## config.mk

```make
export PLATFORM = sky130hd
export DESIGN_NAME = sgp_pin_ctrl
export DESIGN_NICKNAME = d
export VERILOG_FILES = /design/src/rtl/sgp_pkg.sv /design/src/rtl/sgp_pin_ctrl.sv
export SDC_FILE = /design/constraint.sdc
export NUM_CORES = 1
export LEC_CHECK = 0
export ABC_AREA = 1
export BUFFER_PORTS_ARGS = -buffer_cell sky130_fd_sc_hd__buf_2
export CELL_PAD_IN_SITES_DETAIL_PLACEMENT = 0
export CELL_PAD_IN_SITES_GLOBAL_PLACEMENT = 1
export CORE_UTILIZATION = 32
export DETAILED_ROUTE_END_ITERATION = 10
export PLACE_DENSITY_LB_ADDON = 0.1
export SYNTH_ARGS = -nofsm -noshare
export SYNTH_HDL_FRONTEND = slang
export SYNTH_SLANG_ARGS = --single-unit
```

## constraint.sdc

```tcl
create_clock -name ref_clk -period 1.45 [get_ports ref_clk]
set_clock_uncertainty 0.1 [all_clocks]
set_input_delay 0.435 -clock ref_clk [delete_from_list [all_inputs] [get_ports ref_clk]]
set_output_delay 0.435 -clock ref_clk [all_outputs]
set_load 0.02 [all_outputs]
```

## src/rtl/sgp_pkg.sv

```systemverilog
//------------------------------------------------------------
// Functional notes
// RULE1: pin usable only in single-wire mode
// RULE2: pin is input until initialisation done
// RULE3: first wake loads mode, sets pin
// RULE4: pin state holds through sleep, idle
// RULE5: disabled mode: input, requests return error
// RULE6: two-wire mode: requests return error
// RULE7: authorised low: output, low at wake
// RULE8: non-default level needs prior key authorization
// RULE9: return to default needs no authorization
// RULE10: authorised high: like low, default high
// RULE11: intrusion: input, latch cleared at power-up
// RULE12: latch set by auth, falling edge clears
// RULE13: intrusion read returns latch value
// RULE14: input mode: read returns live pin
// RULE15: free low: low at wake, free drive
// RULE16: free modes may switch pin to input
// RULE17: free high: like free low, starts high
// RULE18: output drives both levels actively
// RULE19: system floats pin to dim LED
// RULE20: request op plus auth flag, result/error
package sgp_pkg;
    localparam int MODE_W = 4;
    localparam int BIT_INTR = 3;
    localparam int BIT_DEF = 2;

    typedef enum logic [1:0] {
        SGP_OP_READ = 2'b00,
        SGP_OP_HIGH = 2'b01,
        SGP_OP_LOW = 2'b10,
        SGP_OP_INPUT = 2'b11
    } sgp_op_t;

    typedef enum logic [2:0] {
        SGP_DISABLED = 3'b000,
        SGP_AUTH_OUT_LOW = 3'b001,
        SGP_AUTH_OUT_HIGH = 3'b010,
        SGP_INTRUSION = 3'b011,
        SGP_INPUT = 3'b100,
        SGP_FREE_OUT_LOW = 3'b101,
        SGP_FREE_OUT_HIGH = 3'b110
    } sgp_mode_t;

    typedef struct packed {
        sgp_op_t op;
        logic authOk;
    } sgp_req_t;

    typedef struct packed {
        logic error;
        logic level;
    } sgp_rsp_t;
endpackage

```

## src/rtl/sgp_pin_ctrl.sv

```systemverilog
`timescale 1ns/100ps
`default_nettype none
module sgp_pin_ctrl (
    input wire logic ref_clk,                   // 20 MHz clock
    input wire logic rst_b,                     // sync reset, power-up
    input wire logic singleWireEn,              // single-wire selected
    input wire logic firstWake,                 // init pulse, 1st wake
    input wire logic [3:0] modeCfg,             // mode field of cfg byte
    input wire logic authSet,                   // key auth success pulse
    input wire logic reqValid,                  // info request strobe
    input wire sgp_pkg::sgp_req_t req,          // op and auth flag
    output logic rspValid,                      // answer strobe
    output var sgp_pkg::sgp_rsp_t rsp,          // result or error
    output var sgp_pkg::sgp_mode_t modeOut,     // decoded mode
    input wire logic pinIn,                     // pad input
    output logic pinOut,                        // pad output level
    output logic pinOe_b                        // low while driving
);
    import sgp_pkg::*;

    //------------------------------------------------------------
    // mode decode
    //------------------------------------------------------------
    sgp_mode_t mode_r;
    logic initDone_r;
    logic drive_r;
    logic level_r;
    logic latch_r;
    logic pinPrev_r;
    logic rspValid_r;
    sgp_rsp_t rsp_r;
    sgp_mode_t decMode;
    logic isAuth;
    logic isFree;
    logic defLevel;
    logic fallEdge;

    always_comb begin
        decMode = SGP_DISABLED;
        if (modeCfg[1:0] == 2'b00) begin
            decMode = SGP_DISABLED;
        end else if (modeCfg[1:0] == 2'b10) begin
            decMode = SGP_INPUT;                    // RULE14
        end else if (modeCfg[1:0] == 2'b11) begin
            decMode = modeCfg[BIT_DEF] ? SGP_FREE_OUT_HIGH
                                       : SGP_FREE_OUT_LOW;
        end else if (modeCfg[BIT_INTR]) begin
            decMode = SGP_INTRUSION;                // RULE11
        end else begin
            decMode = modeCfg[BIT_DEF] ? SGP_AUTH_OUT_HIGH
                                       : SGP_AUTH_OUT_LOW;
        end
    end

    assign isAuth = (mode_r == SGP_AUTH_OUT_LOW) ||
                    (mode_r == SGP_AUTH_OUT_HIGH);
    assign isFree = (mode_r == SGP_FREE_OUT_LOW) ||
                    (mode_r == SGP_FREE_OUT_HIGH);
    assign defLevel = (mode_r == SGP_AUTH_OUT_HIGH) ||
                      (mode_r == SGP_FREE_OUT_HIGH);  // RULE10 RULE17
    assign fallEdge = pinPrev_r & ~pinIn;

    //------------------------------------------------------------
    // init and mode capture
    //------------------------------------------------------------
    // mode is captured once; later config edits wait for power-up
    always_ff @(posedge ref_clk) begin
        if (!rst_b) begin
            initDone_r <= 1'b0;
            mode_r <= SGP_DISABLED;
        end else if (firstWake && !initDone_r) begin
            initDone_r <= 1'b1;                     // RULE3
            mode_r <= singleWireEn ? decMode : SGP_DISABLED;  // RULE1
        end
    end

    //------------------------------------------------------------
    // pin direction and level
    //------------------------------------------------------------
    // nothing here depends on sleep or idle, so state simply holds
    always_ff @(posedge ref_clk) begin
        if (!rst_b) begin
            drive_r <= 1'b0;                        // RULE2
            level_r <= 1'b0;
        end else if (firstWake && !initDone_r) begin
            drive_r <= singleWireEn && ((decMode == SGP_AUTH_OUT_LOW) ||
                       (decMode == SGP_AUTH_OUT_HIGH) ||
                       (decMode == SGP_FREE_OUT_LOW) ||
                       (decMode == SGP_FREE_OUT_HIGH));  // RULE7 RULE15
            level_r <= modeCfg[BIT_DEF];            // RULE10 RULE17
        end else if (reqValid && initDone_r && singleWireEn) begin
            if (isAuth) begin
                if (req.op == SGP_OP_HIGH || req.op == SGP_OP_LOW) begin
                    if ((req.op == SGP_OP_HIGH) == defLevel) begin
                        level_r <= defLevel;        // RULE9
                    end else if (req.authOk) begin
                        level_r <= ~defLevel;       // RULE8
                    end
                end
            end else if (isFree) begin
                if (req.op == SGP_OP_HIGH) begin
                    drive_r <= 1'b1;
                    level_r <= 1'b1;
                end else if (req.op == SGP_OP_LOW) begin
                    drive_r <= 1'b1;
                    level_r <= 1'b0;
                end else if (req.op == SGP_OP_INPUT) begin
                    drive_r <= 1'b0;                // RULE16
                end
            end
        end
    end

    //------------------------------------------------------------
    // intrusion latch
    //------------------------------------------------------------
    // clear wins over set: a tamper edge must never be masked
    always_ff @(posedge ref_clk) begin
        if (!rst_b) begin
            latch_r <= 1'b0;                        // RULE11
            pinPrev_r <= 1'b0;
        end else begin
            pinPrev_r <= pinIn;
            if (mode_r == SGP_INTRUSION && fallEdge) begin
                latch_r <= 1'b0;                    // RULE12
            end else if (mode_r == SGP_INTRUSION && authSet) begin
                latch_r <= 1'b1;                    // RULE12
            end
        end
    end

    //------------------------------------------------------------
    // request answer
    //------------------------------------------------------------
    always_ff @(posedge ref_clk) begin
        if (!rst_b) begin
            rspValid_r <= 1'b0;
            rsp_r <= '0;
        end else begin
            rspValid_r <= reqValid;                 // RULE20
            if (reqValid) begin
                rsp_r.error <= !singleWireEn || !initDone_r ||
                               mode_r == SGP_DISABLED;  // RULE5 RULE6
                if (mode_r == SGP_INTRUSION) begin
                    rsp_r.level <= latch_r;         // RULE13
                end else begin
                    rsp_r.level <= pinIn;           // RULE14
                end
            end
        end
    end

    assign rspValid = rspValid_r;
    assign rsp = rsp_r;
    assign modeOut = mode_r;
    assign pinOut = level_r;                        // RULE18
    assign pinOe_b = ~(drive_r & singleWireEn);     // RULE18 RULE4
endmodule
`default_nettype wire

```

# Word level (Yosys, flattened, before mapping)

Index checks and enable logic that the tools add are counted.

Equal/unequal tests: 18
Multiplexer cells: 24
Bitwise gates (word level): 6
Reductions and logical operators: 27

Operators by type and width:

| operator           | number |
|---|---|
| $mux 1             | 17 |
| $eq 3x3->1 const B | 4 |
| $mux 3             | 4 |
| $eq 3x2->1 const B | 3 |
| $logic_or 1x1->1   | 9 |
| $eq 2x2->1 const B | 4 |
| $reduce_bool 4->1  | 2 |
| $eq 3x1->1 const B | 2 |
| $logic_and 1x1->1  | 6 |
| $mux 2             | 3 |
| $reduce_and 5->1   | 1 |
| $ne 4x2->1 const B | 1 |
| $not 1->1          | 4 |
| $reduce_and 4->1   | 1 |
| $reduce_bool 2->1  | 2 |
| $logic_not 3->1    | 1 |
| $ne 3x1->1 const B | 1 |
| $reduce_bool 3->1  | 1 |
| $and 1x1->1        | 2 |
| $eq 2x1->1 const B | 1 |
| $logic_not 1->1    | 2 |
| $logic_not 2->1    | 1 |
| $ne 2x1->1 const B | 1 |
| $reduce_or 2->1    | 1 |
| $eq 1x1->1         | 1 |

Register bits after elaboration: 11
Input port bits: 14
Output and inout port bits: 8
Word-level logic and storage cells: 84

# Longest topological paths before layout

Depth in word-level cells: 11
Mapped depth: 11
Mapped depth without buffers: 11

# Worst setup path after synthesis

OpenSTA, ideal clock, no wires.

Path kind: in2reg
Start point: input req[1] in the netlist's numbering
End point: register level_r, in the netlist pinOut
Library setup time: 113 ps
Arrival time: 1118 ps
Required time: 1237 ps
Setup slack: 119 ps
Stages: 8
Buffers on the path: 0
Cell sequence: inv_1 -> ha_1 -> nand2_1 -> nand2_1 -> nor2_1 -> nand2_1 -> nor2_1 -> nor2_1

Word-level cells in the longest chain between the ends: 7
Elaborated cells between the ends (all ways): 15
Those cells by class: 5 x eq/ne; 7 x mux; 3 x reduce/logical

RTL lines:

| element              | line                                                        | RTL |
|---|---|---|
| from (decl)          | sgp_pin_ctrl.sv:11                                          | `input wire sgp_pkg::sgp_req_t req,` |
| $eq 2x1->1           | sgp_pin_ctrl.sv:93, sgp_pin_ctrl.sv:94, sgp_pin_ctrl.sv:101 |  |
| $eq 1x1->1           | sgp_pin_ctrl.sv:94                                          | `if ((req.op == SGP_OP_HIGH) == defLevel) begin` |
| $mux 1               | sgp_pin_ctrl.sv:94                                          |  |
| $mux 1               | sgp_pin_ctrl.sv:93                                          | `if (req.op == SGP_OP_HIGH \|\| req.op == SGP_OP_LOW) begin` |
| $mux 1               | sgp_pin_ctrl.sv:92                                          | `if (isAuth) begin` |
| $mux 1               | sgp_pin_ctrl.sv:91                                          | `end else if (reqValid && initDone_r && singleWireEn) begin` |
| $mux 1               | sgp_pin_ctrl.sv:85                                          | `end else if (firstWake && !initDone_r) begin` |
| to (signal assigned) | sgp_pin_ctrl.sv:90                                          | `level_r <= modeCfg[BIT_DEF];` |
| to (signal assigned) | sgp_pin_ctrl.sv:95                                          | `level_r <= defLevel;` |
| to (signal assigned) | sgp_pin_ctrl.sv:97                                          | `level_r <= ~defLevel;` |
| to (decl)            | sgp_pin_ctrl.sv:27                                          | `logic level_r;` |

Parallel ways exist; a longest one is shown, timed or not. The select of a mux whose other input is x is not followed.
A chain may end at the register's enable or synchronous reset.

# Worst setup path in the final report

Start point: register mode_r[1], in the netlist modeOut[1]
End point: output modeOut[1]

RTL lines:

| element                | line               | RTL |
|---|---|---|
| from (decl)            | sgp_pin_ctrl.sv:24 | `sgp_mode_t mode_r;` |
| from (signal assigned) | sgp_pin_ctrl.sv:73 | `mode_r <= singleWireEn ? decMode : SGP_DISABLED;` |
| to (decl)              | sgp_pin_ctrl.sv:14 | `output var sgp_pkg::sgp_mode_t modeOut,` |

No word-level cell between the ends.

==> results.json <==
{
  "syn_area_um2": 626,
  "hold_path.class": "input pin to flop",
  "synth_top_area_frac": 0.352,
  "ir_drop_uv": 704,
  "grt_max_degree": 9,
  "setup_violations": 0,
  "detail_route.wl_per_cell_um": 9.04,
  "dpl.hpwl_mm": 1.06,
  "grt_pass1_wl_mm": 2.14,
  "drc": 0,
  "diodes": 0,
  "clk_latency_ns": 0.26,
  "fin_setup_tns_ns": 0,
  "io_pins": 22,
  "start_kind": "flop",
  "final_cell_mix": "25 x nand2_1, 21 x buf_2, 14 x inv_1, 12 x nor2_1, 9 x dfxtp_1",
  "groute.usage.overall": 0.144,
  "end_kind": "output pin",
  "ys_top_cells_by_area": "dfxtp_1 35%, nand2_1 15%, inv_1 8.4%, nor2_1 7.2%, ha_1 6.0%",
  "coreArea_mm2": 0.00178,
  "tritoncts": "built",
  "numCtsBuffers": 3,
  "clk_path_buf_depth": 2,
  "syn_inst": 95,
  "synth-seq-cells": 11,
  "syn_to_final_growth_pct": 26.8,
  "cts_resized": 2,
  "clock.fmax_ghz": 0.734,
  "max_stage_delay_ns": 0.38,
  "crit_required_ns": 0.92,
  "finalCriticalPeriod_ns": 1.36,
  "cts.sinks": 11,
  "die_h_um": 46.2,
  "maxCapViolations": 0,
  "period_share": 0.939,
  "wirelength_mm": 1.31,
  "pre_cts_slack_ns": -0.0537,
  "cp_max_fo": 6,
  "dieArea_mm2": 0.00214,
  "grt_antenna_before_repair": 0,
  "clk_pin_slew_ns": 0.07,
  "io_buffers": 21,
  "fin_ws_ns": 0.0882,
  "first_global_vias": 494,
  "seq_area_frac_synth": 0.352,
  "finalHoldViolations": 0,
  "rsz0062_at_grt": "no",
  "path_class": "flop to output pin",
  "initial_core_util": 0.351,
  "drtAntennaViolNets": 0,
  "cp_slowest_cell": "dfxtp_2",
  "layout_commonest_cell": "nand2_1",
  "holdBufCountCts": 0,
  "slew_headroom": 0.869,
  "synth_nets": 112,
  "drt_iter0_drc": 6,
  "worst-path-buf-inv": 1,
  "dr.pass1.iters": 4,
  "drive_gt1_frac": 0.317,
  "nets": 138,
  "htreeDepth": 1,
  "path_cells": "buf_2",
  "via_per_inst": 4.19,
  "slew_violations": 0,
  "vias": 607,
  "cp.arrival_ns": 0.83,
  "postCtsSetupRepairBufs": 0,
  "fp.dieW_um": 46.2,
  "p_leak_nw": 0.431,
  "p_per_area_mw_per_mm2": 851,
  "crit_family": "flip-flops",
  "worst_slew_pin_slew_ns": 0.194,
  "yosysTopAreaCell": "dfxtp_1",
  "overflow": 0,
  "place.gp.congestion": 0.725,
  "root_buffer": "clkbuf_4",
  "rows": 15,
  "synth.avg_cell_area_um2": 6.59,
  "ys.warnings.count": 0,
  "synth.distinct_cells": 18,
  "status": "complete, no violations"
}
==> area by class of cell <==
cell class / count / area (um^2)
sequential: 11 / 223
clock buffer: 4 / 26.3
fill: 195 / 990
timing repair buffer: 22 / 113
tap: 25 / 31.3
inverter: 18 / 67.6
multi-input combinational: 65 / 333
==> per-layer routing <==
layer / vias to the layer above / track usage / share of wire
met5: - / 0 / 0
met4: 0 / 0.0529 / 0.0092
met3: 2 / 0.0588 / 0.055
met2: 16 / 0.208 / 0.42
met1: 245 / 0.190 / 0.51
li1: 344 / - / -
==> power breakdown <==
group          internal (mW)  switching [mW]
combinational         0.0561          0.0865
sequential             0.318         0.00951
clock                  0.106          0.0985
==> final timing paths <==
kind	slack, ns	depth (start not counted)	end	from
worst max-delay path	0.09	1	modeOut[1]	modeOut[1]
worst min-delay path	0.28	3	pinPrev_r	pinIn
worst max register to register	0.26	9	pinOut	initDone_r
worst min register to register	0.38	2	latch_r	latch_r
==> synth_stat cells, drive strengths merged <==
master  count
nand2      29
inv        18
nor2       15
dfxtp      11
a21oi       6
ha          3
nand3       3
o21ai       3
o211ai      2
a211oi      1
a31oi       1
clkbuf      1
nand4       1
nor3b       1
==> through the flow <==
| step | util | area (um^2) | instances | power [mW] | hold WS [ns] |
|---|---|---|---|---|---|
| 2_1_floorplan | - | 626 | 95 | 0.426 | 0.343 |
| 3_3_place_gp | 0.429 | 764 | 141 | 0.479 | 0.365 |
| 3_5_place_dp | 0.429 | 764 | 141 | 0.479 | 0.363 |
| 4_1_cts | 0.445 | 793 | 145 | 0.690 | 0.282 |
| 5_1_grt | 0.445 | 793 | 145 | 0.722 | 0.292 |
| 6_report | 0.445 | 793 | 145 | 0.675 | 0.283 |
==> flip-flops by register name (all words and copies together) (netlist names) <==
register / flops
drive_r: 1
initDone_r: 1
modeOut: 3
rsp: 2
pinPrev_r: 1
pinOut: 1
latch_r: 1
rspValid: 1
==> worst min-delay path, stage by stage <==
cell and delay [ns]:
buf_2 0.10, nand2_1 0.05, inv_1 0.04
==> logic make-up (layout without fill, tap and decap cells) <==
group,Yosys count,after routing,share of synthesized area
AO/OA/AOI/OAI,13,13,0.118
adder cells (fa/ha/maj),3,3,0.0600
buffers and inverters,19,44,0.116
flip-flops,11,11,0.352
AND/OR/NAND/NOR,49,49,0.354
No activity file was read; power rests on OpenSTA's default activity.
